## src/pkg/pioc_pkg.sv

```systemverilog
// constants for the port input/output configuration block
package pioc_pkg;

  // ---------------------------------------------------------------
  // register offsets on the special function register bus
  // ---------------------------------------------------------------
  localparam logic [7:0] PORT1_LATCH_OFF             = 8'h90;
  localparam logic [7:0] PORT1_CROSSBAR_SKIP_OFF     = 8'hd5;
  localparam logic [7:0] PORT1_OUTPUT_DRIVE_MODE_OFF = 8'ha5;
  localparam logic [7:0] PORT1_INPUT_ANALOG_SEL_OFF  = 8'hf2;
  localparam logic [7:0] PORT1_DRIVE_STRENGTH_OFF    = 8'ha9;

  // ---------------------------------------------------------------
  // values after reset
  // ---------------------------------------------------------------
  localparam logic [7:0] PORT1_LATCH_RST             = 8'hff;
  localparam logic [7:0] PORT1_CROSSBAR_SKIP_RST     = 8'h00;
  localparam logic [7:0] PORT1_OUTPUT_DRIVE_MODE_RST = 8'h00;
  localparam logic [7:0] PORT1_INPUT_ANALOG_SEL_RST  = 8'hff;
  localparam logic [7:0] PORT1_DRIVE_STRENGTH_RST    = 8'h00;
  localparam logic [7:0] READ_DATA_RST               = 8'h00;

  // ---------------------------------------------------------------
  // field values
  // ---------------------------------------------------------------
  localparam logic       INPUT_MODE_ANALOG  = 1'b0;
  localparam logic       INPUT_MODE_DIGITAL = 1'b1;
  localparam logic       OUTPUT_OPEN_DRAIN  = 1'b0;
  localparam logic       OUTPUT_PUSH_PULL   = 1'b1;
  localparam logic       DRIVE_LOW          = 1'b0;

endpackage

```

## src/rtl/pioc_port.sv

```systemverilog
// port input/output latch, readback and per-pin configuration
//
// Overview of operation
// - every port register is reachable as a byte and as single bits.
// - a write to the port register sets the output latch, which holds until the next write.
// - an ordinary read of the port register returns the pin levels, 0 for pins in analog mode, whatever the crossbar does.
// - read-modify-write and single-bit accesses read the latch, not the pins, then write back.
// - a per-pin skip bit set to 1 makes the crossbar pass over that pin.
// - an input mode bit of 0 selects analog mode and 1 keeps the pin digital.
// - analog mode disables weak pull-up and digital receiver but leaves the driver on.
// - crossbar assignment never changes input or output mode; software programs them.
// - digital-only pins cannot be put into analog mode.
// - an output mode bit of 0 means open-drain and 1 means push-pull.
// - the output mode bit still steers the driver while the pin is in analog mode.
// - two-wire serial bus pins always drive open-drain, whatever their output mode bit.
// - every pin has a drive strength bit, and all are low drive after reset.
// - bit n of each port register controls pin n, bit 7 the highest.
`timescale 1ns/100ps
module pioc_port #(
  parameter int         WIDTH        = 8,
  parameter logic [7:0] DIGITAL_ONLY = 8'h00
) (
  // clock, reset, enable
  input  wire logic             clk,
  input  wire logic             rst_b,
  input  wire logic             ce,
  // special function register bus
  input  wire logic [7:0]       sfr_addr,
  input  wire logic             sfr_wr,
  input  wire logic             sfr_rd,
  input  wire logic             sfr_rmw,
  input  wire logic             sfr_bit_en,
  input  wire logic [2:0]       sfr_bit_idx,
  input  wire logic [7:0]       sfr_wdata,
  output logic      [7:0]       sfr_rdata,
  output logic                  sfr_rbit,
  output logic                  sfr_rvalid,
  // crossbar side
  input  wire logic [WIDTH-1:0] xbar_sel,
  input  wire logic [WIDTH-1:0] xbar_out,
  input  wire logic [WIDTH-1:0] smbus_sel,
  output logic      [WIDTH-1:0] port_crossbar_skip,
  // pins
  input  wire logic [WIDTH-1:0] pin_in,
  output logic      [WIDTH-1:0] pin_out,
  output logic      [WIDTH-1:0] pin_oe,
  output logic      [WIDTH-1:0] pin_pullup_en,
  output logic      [WIDTH-1:0] pin_rx_en,
  output logic      [WIDTH-1:0] port_drive_strength
);

  // ---------------------------------------------------------------
  // decode helpers
  // ---------------------------------------------------------------
  function automatic logic reg_hit(input logic [7:0] addr, input logic [7:0] off);
    reg_hit = (addr == off);
  endfunction

  function automatic logic [WIDTH-1:0] reg_update(
    input logic [WIDTH-1:0] cur,
    input logic             bit_en,
    input logic [2:0]       idx,
    input logic [7:0]       wdata
  );
    logic [WIDTH-1:0] v;
    v = cur;
    if (bit_en) begin
      v[idx] = wdata[0];
    end else begin
      v = wdata[WIDTH-1:0];
    end
    reg_update = v;
  endfunction

  // ---------------------------------------------------------------
  // register file
  // ---------------------------------------------------------------
  logic [WIDTH-1:0] latch_r;
  logic [WIDTH-1:0] latch_nxt;
  logic [WIDTH-1:0] skip_r;
  logic [WIDTH-1:0] skip_nxt;
  logic [WIDTH-1:0] mdout_r;
  logic [WIDTH-1:0] mdout_nxt;
  logic [WIDTH-1:0] mdin_r;
  logic [WIDTH-1:0] mdin_nxt;
  logic [WIDTH-1:0] drv_r;
  logic [WIDTH-1:0] drv_nxt;
  logic [WIDTH-1:0] mdin_eff;
  logic [WIDTH-1:0] pin_seen;

  // digital-only pins read as digital mode
  assign mdin_eff = mdin_r | DIGITAL_ONLY[WIDTH-1:0];
  // receiver off in analog mode
  assign pin_seen = pin_in & mdin_eff;

  always_comb begin
    latch_nxt = latch_r;
    skip_nxt  = skip_r;
    mdout_nxt = mdout_r;
    mdin_nxt  = mdin_r;
    drv_nxt   = drv_r;
    if (sfr_wr) begin
      // bit writes merge into the stored value, never the pins
      if (reg_hit(sfr_addr, pioc_pkg::PORT1_LATCH_OFF)) begin
        latch_nxt = reg_update(latch_r, sfr_bit_en, sfr_bit_idx, sfr_wdata);
      end
      if (reg_hit(sfr_addr, pioc_pkg::PORT1_CROSSBAR_SKIP_OFF)) begin
        skip_nxt = reg_update(skip_r, sfr_bit_en, sfr_bit_idx, sfr_wdata);
      end
      if (reg_hit(sfr_addr, pioc_pkg::PORT1_OUTPUT_DRIVE_MODE_OFF)) begin
        mdout_nxt = reg_update(mdout_r, sfr_bit_en, sfr_bit_idx, sfr_wdata);
      end
      if (reg_hit(sfr_addr, pioc_pkg::PORT1_INPUT_ANALOG_SEL_OFF)) begin
        mdin_nxt = reg_update(mdin_r, sfr_bit_en, sfr_bit_idx, sfr_wdata);
      end
      if (reg_hit(sfr_addr, pioc_pkg::PORT1_DRIVE_STRENGTH_OFF)) begin
        drv_nxt = reg_update(drv_r, sfr_bit_en, sfr_bit_idx, sfr_wdata);
      end
    end
  end

  always_ff @(posedge clk or negedge rst_b) begin
    if (!rst_b) begin
      latch_r <= pioc_pkg::PORT1_LATCH_RST[WIDTH-1:0];
      skip_r  <= pioc_pkg::PORT1_CROSSBAR_SKIP_RST[WIDTH-1:0];
      mdout_r <= pioc_pkg::PORT1_OUTPUT_DRIVE_MODE_RST[WIDTH-1:0];
      mdin_r  <= pioc_pkg::PORT1_INPUT_ANALOG_SEL_RST[WIDTH-1:0];
      drv_r   <= pioc_pkg::PORT1_DRIVE_STRENGTH_RST[WIDTH-1:0];
    end else if (ce) begin
      latch_r <= latch_nxt;
      skip_r  <= skip_nxt;
      mdout_r <= mdout_nxt;
      mdin_r  <= mdin_nxt;
      drv_r   <= drv_nxt;
    end
  end

  // ---------------------------------------------------------------
  // read path
  // ---------------------------------------------------------------
  logic [7:0] rdata_nxt;
  logic       rbit_nxt;
  logic       rvalid_nxt;
  logic [7:0] rdata_r;
  logic       rbit_r;
  logic       rvalid_r;

  always_comb begin
    rdata_nxt  = pioc_pkg::READ_DATA_RST;
    rvalid_nxt = sfr_rd;
    if (sfr_rd) begin
      if (reg_hit(sfr_addr, pioc_pkg::PORT1_LATCH_OFF)) begin
        if (sfr_rmw || sfr_bit_en) begin
          rdata_nxt[WIDTH-1:0] = latch_r;
        end else begin
          rdata_nxt[WIDTH-1:0] = pin_seen;
        end
      end else if (reg_hit(sfr_addr, pioc_pkg::PORT1_CROSSBAR_SKIP_OFF)) begin
        rdata_nxt[WIDTH-1:0] = skip_r;
      end else if (reg_hit(sfr_addr, pioc_pkg::PORT1_OUTPUT_DRIVE_MODE_OFF)) begin
        rdata_nxt[WIDTH-1:0] = mdout_r;
      end else if (reg_hit(sfr_addr, pioc_pkg::PORT1_INPUT_ANALOG_SEL_OFF)) begin
        rdata_nxt[WIDTH-1:0] = mdin_eff;
      end else if (reg_hit(sfr_addr, pioc_pkg::PORT1_DRIVE_STRENGTH_OFF)) begin
        rdata_nxt[WIDTH-1:0] = drv_r;
      end
    end
    rbit_nxt = rdata_nxt[sfr_bit_idx];
  end

  always_ff @(posedge clk or negedge rst_b) begin
    if (!rst_b) begin
      rdata_r  <= pioc_pkg::READ_DATA_RST;
      rbit_r   <= 1'b0;
      rvalid_r <= 1'b0;
    end else if (ce) begin
      rdata_r  <= rdata_nxt;
      rbit_r   <= rbit_nxt;
      rvalid_r <= rvalid_nxt;
    end
  end

  assign sfr_rdata  = rdata_r;
  assign sfr_rbit   = rbit_r;
  assign sfr_rvalid = rvalid_r;

  // ---------------------------------------------------------------
  // pin drivers, one cell per pin
  // ---------------------------------------------------------------
  logic [WIDTH-1:0] out_nxt;
  logic [WIDTH-1:0] oe_nxt;
  logic [WIDTH-1:0] out_r;
  logic [WIDTH-1:0] oe_r;
  logic [WIDTH-1:0] pull_r;
  logic [WIDTH-1:0] rx_r;
  logic [WIDTH-1:0] pp_eff;
  logic [WIDTH-1:0] src_all;

  // mode bits are never touched by xbar_sel; smbus_sel pins are forced open-drain
  assign pp_eff = mdout_r & ~smbus_sel;

  genvar g;
  generate
    for (g = 0; g < WIDTH; g++) begin : g_pin
      logic push;
      // bit g steers pin g
      assign src_all[g] = xbar_sel[g] ? xbar_out[g] : latch_r[g];
      assign push       = (pp_eff[g] == pioc_pkg::OUTPUT_PUSH_PULL);
      // open-drain pins only ever pull low
      assign out_nxt[g] = push ? src_all[g] : 1'b0;
      assign oe_nxt[g]  = push ? 1'b1 : ~src_all[g];
    end
  endgenerate

  always_ff @(posedge clk or negedge rst_b) begin
    if (!rst_b) begin
      out_r  <= '0;
      oe_r   <= '0;
      pull_r <= '0;
      rx_r   <= '0;
    end else if (ce) begin
      out_r  <= out_nxt;
      oe_r   <= oe_nxt;
      pull_r <= mdin_eff;
      rx_r   <= mdin_eff;
    end
  end

  assign pin_out             = out_r;
  assign pin_oe              = oe_r;
  assign pin_pullup_en       = pull_r;
  assign pin_rx_en           = rx_r;
  assign port_crossbar_skip  = skip_r;
  assign port_drive_strength = drv_r;

  // ---------------------------------------------------------------
  // checks
  // ---------------------------------------------------------------
  a_latch_byte_wr: assert property (@(posedge clk) disable iff (!rst_b)
    ce && sfr_wr && !sfr_bit_en && sfr_addr == pioc_pkg::PORT1_LATCH_OFF
      |=> latch_r == $past(sfr_wdata[WIDTH-1:0]))
    else $error("latch byte write not stored");

  a_latch_bit_wr: assert property (@(posedge clk) disable iff (!rst_b)
    ce && sfr_wr && sfr_bit_en && sfr_addr == pioc_pkg::PORT1_LATCH_OFF
      |=> (latch_r ^ $past(latch_r)) == (({{(WIDTH-1){1'b0}}, 1'b1} << $past(sfr_bit_idx))
          & ({WIDTH{$past(sfr_wdata[0])}} ^ $past(latch_r))))
    else $error("bit write disturbed other latch bits");

  a_latch_hold: assert property (@(posedge clk) disable iff (!rst_b)
    !(sfr_wr && sfr_addr == pioc_pkg::PORT1_LATCH_OFF) |=> $stable(latch_r))
    else $error("latch changed without a write");

  a_pin_readback: assert property (@(posedge clk) disable iff (!rst_b)
    ce && sfr_rd && !sfr_rmw && !sfr_bit_en && sfr_addr == pioc_pkg::PORT1_LATCH_OFF
      |=> sfr_rvalid && sfr_rdata[WIDTH-1:0] == $past(pin_in & mdin_eff))
    else $error("port read did not return pins");

  a_rmw_readback: assert property (@(posedge clk) disable iff (!rst_b)
    ce && sfr_rd && sfr_rmw && sfr_addr == pioc_pkg::PORT1_LATCH_OFF
      |=> sfr_rdata[WIDTH-1:0] == $past(latch_r))
    else $error("read-modify-write read did not return latch");

  a_open_drain: assert property (@(posedge clk) disable iff (!rst_b)
    ce && rst_b |=> (pin_out & ~$past(pp_eff)) == '0
      && ((pin_oe ^ ~$past(src_all)) & ~$past(pp_eff)) == '0)
    else $error("open-drain pin drove high");

  a_smbus_od: assert property (@(posedge clk) disable iff (!rst_b)
    ce && rst_b |=> (pin_oe & pin_out & $past(smbus_sel)) == '0)
    else $error("serial bus pin drove high");

  a_pp_drive: assert property (@(posedge clk) disable iff (!rst_b)
    ce && rst_b |=> (~pin_oe & $past(pp_eff)) == '0
      && ((pin_out ^ $past(src_all)) & $past(pp_eff)) == '0)
    else $error("push-pull pin not driven");

  a_analog_pull: assert property (@(posedge clk) disable iff (!rst_b)
    ce && rst_b |=> (pin_pullup_en | pin_rx_en) == $past(mdin_eff))
    else $error("analog pin kept pull-up or receiver");

  a_bit_read: assert property (@(posedge clk) disable iff (!rst_b)
    ce && rst_b && sfr_rd |=> sfr_rbit == sfr_rdata[$past(sfr_bit_idx)])
    else $error("bit read differs from byte read");

  a_ce_freeze: assert property (@(posedge clk) disable iff (!rst_b)
    !ce && rst_b |=> $stable(latch_r) && $stable(pin_out) && $stable(pin_oe))
    else $error("state moved while clock enable low");

  a_digital_only: assert property (@(posedge clk) disable iff (!rst_b)
    (mdin_eff & DIGITAL_ONLY[WIDTH-1:0]) == DIGITAL_ONLY[WIDTH-1:0])
    else $error("digital-only pin in analog mode");

  a_skip_wr: assert property (@(posedge clk) disable iff (!rst_b)
    ce && sfr_wr && !sfr_bit_en && sfr_addr == pioc_pkg::PORT1_CROSSBAR_SKIP_OFF
      |=> port_crossbar_skip == $past(sfr_wdata[WIDTH-1:0]))
    else $error("skip write not seen at output");

endmodule

```

## config.mk

```make
export PLATFORM = sky130hd
export DESIGN_NAME = pioc_port
export DESIGN_NICKNAME = d
export VERILOG_FILES = /design/src/pkg/pioc_pkg.sv /design/src/rtl/pioc_port.sv
export SDC_FILE = /design/constraint.sdc
export NUM_CORES = 1
export LEC_CHECK = 0
export BUFFER_PORTS_ARGS = -buffer_cell sky130_fd_sc_hd__clkbuf_2
export CAP_MARGIN = 15
export CORE_MARGIN = 4
export CORE_UTILIZATION = 53
export DETAILED_ROUTE_END_ITERATION = 8
export PLACE_DENSITY = 0.89
export SYNTH_ARGS = -nofsm -noshare
export SYNTH_HDL_FRONTEND = slang
export SYNTH_SLANG_ARGS = --single-unit
```

## constraint.sdc

```tcl
create_clock -name clk -period 1.85 [get_ports clk]
set_clock_uncertainty 0.1 [all_clocks]
set_input_delay 0.185 -clock clk [delete_from_list [all_inputs] [get_ports clk]]
set_output_delay 0.185 -clock clk [all_outputs]
set_load 0.005 [all_outputs]
```

==> impl_metrics.csv, run 1 <==
group,metric,value,unit
status,run_status,"complete, but fails checks",
status,violations,"setup timing",
cells_and_area,final_area,5490,um2
timing,period_needed,1940,ps
place,gp_congestion,1.02,
synthesis,syn_area,4200,um2
worst_setup_path,path_delay_family,"simple AND/OR/NAND/NOR gates",
synthesis,yosysSeqAreaShare,44.6,%
cells_and_area,drive_gt1_share,42.3,%
synthesis,synth_seq_cells,74,
global_route,grt_max_degree,75,
floorplan,die-area,9410,um2
timing,hold_viol_final,0,
clocking,cts_tree,"yes",
detailed_routing,wl,13000,um
worst_setup_path,worst_path_max_delay_cell,"or4_4",
synthesis,syn_avg_cell_area,9.81,um2
worst_setup_path,crit_type,"primary input to flop",
worst_setup_path,required,1970,ps
floorplan,num_io_pins,116,
synthesis,synth_commonest_cells,"dfrtp_1, nand2_1, nor2_1",
timing,fmax,515,MHz
synthesis,synth_edf_count,0,
place,dp.cells,675,
detailed_routing,route.detailed.drc,0,
cells_and_area,area_growth,30.8,%
timing,whs,16.9,ps
worst_setup_path,critical-path-max-stage-delay,470,ps
synthesis,synth_nets,486,
synthesis,synth_most_common_cell,"dfrtp_1",
detailed_routing,drtAntennaViolNets,0,
synthesis,synth_area_leaders,"dfrtp_1, dfstp_2, mux2_2",
clocking,clock_tree.buffer_depth,2,
detailed_routing,via_count,4199,
floorplan,die_x,97.0,um
worst_setup_path,cp.arrival,2060,ps
timing,rsz0062_at_grt,"yes",
floorplan,core,7730,um2
timing,slew_headroom,55.5,%
worst_setup_path,worstSetupEndpointType,"flop",
worst_hold_path,min_path_type,"primary input to flop",
detailed_routing,drt-pass1-iter-count,5,
floorplan,die_y,97.0,um
clocking,htreeDepth,3,
timing,tns,-91.7,ps
floorplan,std_cell_rows,32,
cells_and_area,nets,644,
worst_setup_path,start_kind,"primary input",
power,p_per_area,609,nW/um2
worst_setup_path,crit_chain,"buf_6, or3_4, or4_4, or2_1, a32o_1, a311oi_2, a41oi_1",
worst_setup_path,cp_max_fo,4,
synthesis,ys.flop_type,"dfrtp_1",
clocking,clk_latency,350,ps
clocking,cts_buffers,9,
clocking,clockRootBuffer,"clkbuf_8",
power,p_leak,0.00262,uW
cells_and_area,diodes,0,
detailed_routing,vias_per_cell,6.06,
synthesis,synthArstFlopShare,100,%
cells_and_area,final_cells,693,
global_route,antenna_found_initial,0,
synthesis,yosysWarnings,0,
global_route,grt_overflow,0,
place,dp_hpwl,10000,um
place,place_area,5240,um2
synthesis,synth_top_area_share,34.6,%
cells_and_area,fin_util,71.0,%
timing,fin_ws,-91.7,ps
global_route,grt_pass1_wl,20800,um
detailed_routing,drtIter0Drc,354,
timing,final-setup-viol-count,1,
place,port_buffers,115,
worst_setup_path,path_buf_inv,1,
clocking,clkSlewWorstSetupHoldPaths,80,ps
power,vdd_ir_drop_max,451,uV
synthesis,synth_cell_type_count,58,
synthesis,yosys.area.top_type,"dfrtp_1",
synthesis,synthCells,428,
timing,worst_slew_pin_slew,660,ps
timing,fin_crit_sh,105,%
global_route,grtUsageTotal,27.6,%
run,cap_violations,0,
floorplan,start_util,54.3,%
detailed_routing,wl_per_cell,18.8,um
timing,maxSlewViolCount,0,
global_route,grt_pass1_vias,4108,
clocking,cts_sinks,74,
[state kept, by name, indices dropped and copies added (netlist names)]
signal and cells:
mdout_r 8, pin_out 8, mdin_eff 8, sfr_rdata 8, port_drive_strength 8, port_crossbar_skip 8
sfr_rvalid 1, pin_rx_en 8, pin_oe 8, latch_r 8, sfr_rbit 1
[metrics by stage]
stage	setup slack (ps)	power, uW
after floorplan	-208	1890
after global placement	-389	2120
after detailed placement	-431	2130
after CTS	-41.9	3360
after global routing	-112	3480
final	-91.7	3350
[layer usage]
metal	track usage [%]	share of wire [%]	vias up
li1	-	-	1900
met1	35.3	40	1997
met2	45.1	48	249
met3	5.34	8.1	53
met4	12.9	4.2	0
met5	0	0	-
[cells by family (layout without fill, tap and decap cells)]
group | Yosys count | after routing | synth area share (%)
flip-flops | 74 | 74 | 44.6
AND/OR/NAND/NOR | 140 | 140 | 17.3
buffers and inverters | 44 | 207 | 4.74
multiplexers | 53 | 53 | 14.2
AO/OA/AOI/OAI | 117 | 117 | 19.2
[worst register-to-register path, delay by kind of cell, from the launching register on]
| family | cells | cell delay, ps |
|---|---|---|
| AOI/OAI and AO/OA | 4 | 810 |
| DFF | 1 | 570 |
| and+or+nand+nor | 2 | 270 |
[placed cells by master (no fill, tap or decap), types with 4 or more instances in the layout]
cell | Yosys | final
buf_4 | 8 | 60
mux2_1 | 23 | 23
clkbuf_8 | 0 | 9
o2bb2ai_1 | 8 | 8
o211ai_1 | 5 | 5
nor2b_1 | 8 | 8
a21oi_1 | 5 | 5
and2_1 | 4 | 4
a211oi_1 | 6 | 6
a21o_1 | 9 | 9
mux2_2 | 30 | 30
o31ai_1 | 4 | 4
nand2_1 | 37 | 37
a31oi_1 | 11 | 11
inv_1 | 11 | 11
nor2_1 | 35 | 35
nand4_1 | 6 | 6
clkbuf_2 | 0 | 113
nand2b_1 | 8 | 8
o21ai_0 | 34 | 33
dfrtp_1 | 58 | 58
nand3_1 | 17 | 17
dfstp_2 | 16 | 16
o21ai_1 | 4 | 5
[power breakdown]
part | total [uW] | switching (uW) | internal [uW] | leakage, uW
Sequential | 1680 | 24.2 | 1650 | 0.000940
Combinational | 439 | 247 | 192 | 0.00159
Clock | 1230 | 606 | 625 | 0.0000925
Total | 3350 | 877 | 2470 | 0.00262
[final cells by class]
cell class                 count  area (um2)
timing repair buffer         179        1080
clock inverter                 6        67.6
sequential                    74        1870
multi-input combinational    310        2170
inverter                      12        45.0
fill                         580        2240
tap                          102         128
clock buffer                  10         128
[path summary, 6_finish.rpt]
path	start	to	slack (ps)	cells after the start
hold / removal	smbus_sel[6]	pin_out[6]$_DFFE_PN0P_	20	3
setup reg to reg	mdin_eff[5]$_DFFE_PN1P_	sfr_rbit$_DFFE_PN0P_	10	6
setup / recovery	sfr_addr[2]	sfr_rbit$_DFFE_PN0P_	-90	7
max in group asynchronous	rst_b	latch_r[1]$_DFFE_PN1P_	1000	3
min in group asynchronous	rst_b	pin_rx_en[5]$_DFFE_PN0P_	280	3
hold reg to reg	sfr_rdata[7]$_DFFE_PN0P_	sfr_rdata[7]$_DFFE_PN0P_	390	1
[repair_timing]
| item | in CTS | in global routing |
|---|---|---|
| gates resized for setup | 0 | 8 |
| hold buffers | 1 | 1 |
| endpoints found under the hold margin | 58 | 1 |
| pin swaps | 1 | 2 |
| setup buffers | 0 | 0 |
| gates cloned | 0 | 0 |
| endpoints found under the setup margin | 1 | 2 |
(Power assumes the default switching activity.)
==> run 2: changes to the inputs <==
--- a/config.mk
+++ b/config.mk
@@ -10,6 +10,7 @@
 export CORE_MARGIN = 4
 export CORE_UTILIZATION = 53
 export DETAILED_ROUTE_END_ITERATION = 8
+export HOLD_SLACK_MARGIN = 0.03
 export PLACE_DENSITY = 0.89
 export SYNTH_ARGS = -nofsm -noshare
 export SYNTH_HDL_FRONTEND = slang
==> run 2 against run 1 <==
  * Maximum frequency is 0.38% higher
  * Setup slack better by 7.3 ps
  * Global-route usage is 0.12 points higher
  * Combinational power rose by 2%
  * First-iteration DRC count up 7.9%
  * The flow still finishes with violations (setup timing)
  * Design area grew 0.91%
  * Power rose by 0.51%
  * Die area stayed put
  * Highest routed layer unchanged
  * Wire length rose by 1.2%
  * Critical path depth did not move
  * Critical endpoint unchanged
==> impl_metrics.csv, run 2 (synthesis gave the netlist of run 1 again) <==
group,metric,value,unit
status,run_status,"complete, but fails checks",
status,violations,"setup timing",
detailed_routing,vias_per_cell,6.02,
timing,fmax,517,MHz
floorplan,core,7730,um2
timing,maxSlewViolCount,0,
global_route,grt_pass1_vias,4133,
detailed_routing,drtAntennaViolNets,0,
floorplan,die_y,97.0,um
clocking,clk_latency,350,ps
global_route,antenna_found_initial,0,
worst_setup_path,cp.arrival,2060,ps
timing,fin_ws,-84.3,ps
place,port_buffers,115,
detailed_routing,wl_per_cell,18.9,um
worst_setup_path,cp_max_fo,4,
power,vdd_ir_drop_max,451,uV
place,pre_cts_ws,-431,ps
place,dp_hpwl,10000,um
worst_setup_path,crit_type,"primary input to flop",
detailed_routing,via_count,4204,
timing,hold_viol_final,0,
global_route,grt_pass1_wl,20900,um
worst_setup_path,required,1970,ps
cells_and_area,nets,649,
timing,worst_slew_pin_slew,675,ps
detailed_routing,route.detailed.drc,0,
cells_and_area,drive_gt1_share,41.9,%
floorplan,die-area,9410,um2
detailed_routing,wl,13200,um
timing,fin_crit_sh,105,%
power,p_leak,0.00264,uW
global_route,grt_overflow,0,
clocking,clock_tree.buffer_depth,2,
power,p_per_area,607,nW/um2
floorplan,start_util,54.3,%
clocking,cts_buffers,9,
timing,slew_headroom,54.6,%
worst_setup_path,worstSetupEndpointType,"flop",
timing,rsz0062_at_grt,"yes",
place,place_area,5240,um2
clocking,cts_tree,"yes",
cells_and_area,final_area,5540,um2
cells_and_area,final_cell_mix,"clkbuf_2, buf_4, dfrtp_1, nand2_1, nor2_1",
cells_and_area,area_growth,32.0,%
timing,final-setup-viol-count,1,
clocking,htreeDepth,3,
clocking,clkSlewWorstSetupHoldPaths,80,ps
worst_setup_path,start_kind,"primary input",
cells_and_area,diodes,0,
global_route,grtUsageTotal,27.7,%
place,gp_congestion,1.02,
detailed_routing,drt-pass1-iter-count,7,
run,cap_violations,0,
timing,period_needed,1930,ps
clocking,clockRootBuffer,"clkbuf_8",
detailed_routing,drtIter0Drc,382,
floorplan,num_io_pins,116,
worst_hold_path,min_path_type,"primary input to flop",
cells_and_area,final_common_cell,"clkbuf_2",
global_route,grt_max_degree,75,
floorplan,std_cell_rows,32,
cells_and_area,fill_cells,571,
clocking,cts_sinks,74,
floorplan,die_x,97.0,um
run 2: cell count changes in the layout (fill, tap and decap cells not counted), sizes merged:
cell,before,now
dlygate4sd3,2,7
run 2: power breakdown:
group | total (uW) | internal, uW | leakage [uW] | switching (uW)
logic | 448 | 199 | 0.00161 | 249
registers | 1680 | 1650 | 0.000940 | 24.0
clock network | 1240 | 625 | 0.0000925 | 614
run 2: path summary, 6_finish.rpt:
| kind | start | to | slack [ps] | cells after the start |
|---|---|---|---|---|
| min in group asynchronous | rst_b | pin_rx_en[5]$_DFFE_PN0P_ | 280 | 3 |
| worst max-delay path | sfr_addr[2] | sfr_rbit$_DFFE_PN0P_ | -80 | 7 |
| worst min-delay path | smbus_sel[4] | pin_out[4]$_DFFE_PN0P_ | 40 | 3 |
| worst max register to register | mdin_eff[5]$_DFFE_PN1P_ | sfr_rbit$_DFFE_PN0P_ | 0 | 6 |
| max in group asynchronous | rst_b | latch_r[1]$_DFFE_PN1P_ | 1000 | 3 |
| worst min register to register | sfr_rdata[7]$_DFFE_PN0P_ | sfr_rdata[7]$_DFFE_PN0P_ | 390 | 1 |
run 2: critical path: stages:
cell and delay, ps:
buf_6 90, or3_4 380, or4_4 470, or2_1 260
a32o_1 280, a311oi_2 250, a41oi_1 140
run 2: final cells by class:
class	instances	area, um2	share of cell area [%]
inverters	12	45.0	0.813
repair buffers	184	1130	20.5
multi-input cells	310	2170	39.1
flip-flops and latches	74	1870	33.8
clock inverters	6	67.6	1.22
clock buffers	10	128	2.30
well taps	102	128	2.30
run 2: timing repair:
| action | 4_1_cts | 5_1_grt |
|---|---|---|
| gates resized for setup | 0 | 8 |
| setup endpoints to repair | 1 | 2 |
| hold buffers | 6 | 1 |
| buffers inserted | 0 | 0 |
| hold endpoints to repair | 66 | 1 |
| pin swaps | 1 | 2 |
run 2: stage by stage:
step / TNS [ps] / util, % / total power, uW / instances / hold WS [ps]
after floorplan: -208 / - / 1890 / 428 / -211
after global placement: -6990 / 67.8 / 2120 / 675 / 143
after CTS: -41.9 / 71.1 / 3370 / 697 / 30.4
after detailed placement: -8240 / 67.8 / 2130 / 675 / 149
final: -84.3 / 71.7 / 3360 / 698 / 43.5
after global routing: -114 / 71.7 / 3490 / 698 / 60.5
run 2: per-layer routing:
layer / vias up / track usage [%] / share of wire [%]
li1: 1911 / - / -
met3: 58 / 5.70 / 8.3
met1: 2009 / 35.3 / 40
met2: 226 / 45.1 / 48
met4: 0 / 13.2 / 4.1
met5: - / 0 / 0
==> run 3: changes to the inputs <==
--- a/config.mk
+++ b/config.mk
@@ -11,7 +11,8 @@
 export CORE_UTILIZATION = 53
 export DETAILED_ROUTE_END_ITERATION = 8
 export HOLD_SLACK_MARGIN = 0.03
-export PLACE_DENSITY = 0.89
+export PLACE_DENSITY = 0.81
+export SKIP_CTS_REPAIR_TIMING = 1
 export SYNTH_ARGS = -nofsm -noshare
 export SYNTH_HDL_FRONTEND = slang
 export SYNTH_SLANG_ARGS = --single-unit
==> run 3 against run 2 <==
  * Cell count down 0.86%
  * Largest power group unchanged
  * Count of clock-buffer cells in the layout unchanged
  * Clock power up 22%
  * Utilization down 0.49 points
  * Critical path depth up 1
  * The flow still finishes with violations (setup timing)
  * Design area down 0.68%
  * Setup slack worse by 21 ps
  * Sequential power about the same
  * First-iteration DRC count down 14%
==> impl_metrics.csv, run 3 (synthesis gave the netlist of run 1 again) <==
group,metric,value,unit
status,run_status,"complete, but fails checks",
status,violations,"setup timing",
clocking,htreeDepth,3,
worst_setup_path,cp_max_fo,7,
place,dp_hpwl,10200,um
worst_setup_path,worst_path_max_delay_cell,"or4_4",
place,place_area,5240,um2
power,finalPower,3630,uW
cells_and_area,nets,643,
global_route,top_usage_layer,"met2",
timing,fin_ws,-105,ps
global_route,grt_pass1_wl,21400,um
cells_and_area,final_common_cell,"clkbuf_2",
cells_and_area,fill_cells,615,
global_route,grtUsageTotal,28.3,%
worst_setup_path,crit_chain,"buf_6, or3_4, or4_4, buf_4, o2111ai_1, o211ai_1, a311oi_1, a41oi_1",
timing,fmax,512,MHz
clocking,cts_tree,"yes",
power,p_per_area,660,nW/um2
floorplan,core,7730,um2
floorplan,start_util,54.3,%
timing,final-setup-viol-count,1,
clocking,clkSlewWorstSetupHoldPaths,80,ps
floorplan,die_x,97.0,um
floorplan,std_cell_rows,32,
clocking,cts_buffers,9,
worst_setup_path,r2r_start,"mdin_eff[6]$_DFFE_PN1P_",
clocking,clockRootBuffer,"clkbuf_8",
worst_hold_path,holdCritStartpoint,"smbus_sel[7]",
detailed_routing,wl_per_cell,19.0,um
timing,tns,-105,ps
clocking,clk_latency,340,ps
detailed_routing,drt-pass1-iter-count,5,
timing,whs,17.7,ps
global_route,use_met2,46.6,%
worst_setup_path,crit_type,"primary input to flop",
worst_hold_path,min_to,"pin_out[7]$_DFFE_PN0P_",
worst_setup_path,r2r_slack,-30,ps
global_route,grt_pass1_vias,4284,
worst_setup_path,reg2reg_depth,6,
cells_and_area,final_cell_mix,"clkbuf_2, buf_4, dfrtp_1, nand2_1, nor2_1",
global_route,grt_overflow,0,
cells_and_area,area_growth,31.1,%
timing,maxSlewViolCount,0,
detailed_routing,drtIter0Drc,327,
clocking,clock_tree.buffer_depth,2,
worst_setup_path,critical-path-max-stage-delay,460,ps
detailed_routing,route.detailed.drc,0,
floorplan,die_y,97.0,um
timing,rsz0062_at_grt,"yes",
cells_and_area,fin_util,71.2,%
worst_hold_path,hold_path_depth,3,
place,port_buffers,115,
timing,worst_slew_pin_slew,754,ps
worst_hold_path,min_path_type,"primary input to flop",
run,cap_violations,0,
detailed_routing,via_count,4181,
power,p_leak,0.00264,uW
detailed_routing,wl,13200,um
global_route,grt_max_degree,75,
power,vdd_ir_drop_max,382,uV
floorplan,num_io_pins,116,
clocking,cts_sinks,74,
timing,fin_crit_sh,106,%
cells_and_area,diodes,0,
timing,period_needed,1950,ps
cells_and_area,final_area,5500,um2
timing,slew_headroom,49.2,%
global_route,grtUsageMet1,37.4,%
worst_setup_path,required,1960,ps
cells_and_area,drive_gt1_share,41.9,%
global_route,grt_util_met3,4.18,%
worst_setup_path,worstSetupEndpointType,"flop",
detailed_routing,vias_per_cell,6.04,
place,gp_congestion,0.912,
floorplan,die-area,9410,um2
global_route,antenna_found_initial,0,
worst_setup_path,r2r-end,"sfr_rbit$_DFFE_PN0P_",
worst_setup_path,start_kind,"primary input",
worst_setup_path,cp.arrival,2070,ps
timing,hold_viol_final,0,
detailed_routing,drtAntennaViolNets,0,
run 3: worst max-delay path, delay by kind of cell:
family	cells	cell delay [ps]
AOI/OAI and AO/OA	4	760
and+or+nand+nor	2	840
buffers and inverters	2	280
run 3: how the worst max path moves through the flow:
stage                start                    to  slack [ps]  depth (start not counted)
6_report       sfr_addr[2]  sfr_rbit$_DFFE_PN0P_        -100                          8
5_1_grt        sfr_addr[2]  sfr_rbit$_DFFE_PN0P_        -110                          7
4_1_cts        sfr_addr[2]  sfr_rbit$_DFFE_PN0P_         -40                          7
3_5_place_dp   sfr_addr[2]  sfr_rbit$_DFFE_PN0P_        -410                          7
3_3_place_gp   sfr_addr[2]  sfr_rbit$_DFFE_PN0P_        -400                          7
2_1_floorplan  sfr_addr[4]  sfr_rbit$_DFFE_PN0P_        -210                          7
run 3: routing by layer:
metal / vias to the layer above / part of all wire (%)
met5: - / 0
met4: 0 / 3.4
met3: 42 / 7.5
met2: 216 / 49
met1: 2026 / 40
li1: 1897 / -
run 3: stage by stage:
stage               worst slack [ps]  instances
floorplan                       -208        428
global placement                -403        675
detailed placement              -410        675
CTS                            -42.2        691
global route                    -111        692
finish                          -105        692
run 3: cell type report:
class	count	area [um2]	area share, %
inverter	12	45.0	0.819
clock buffer	10	128	2.32
clock inverter	6	115	2.09
sequential	74	1870	34.0
tap	102	128	2.32
multi-input combinational	310	2150	39.0
timing repair buffer	178	1070	19.4
run 3: where the power goes:
group	leakage, uW	internal, uW	switching [uW]
Sequential	0.000940	1650	23.6
Combinational	0.00158	192	248
Clock	0.000117	901	614
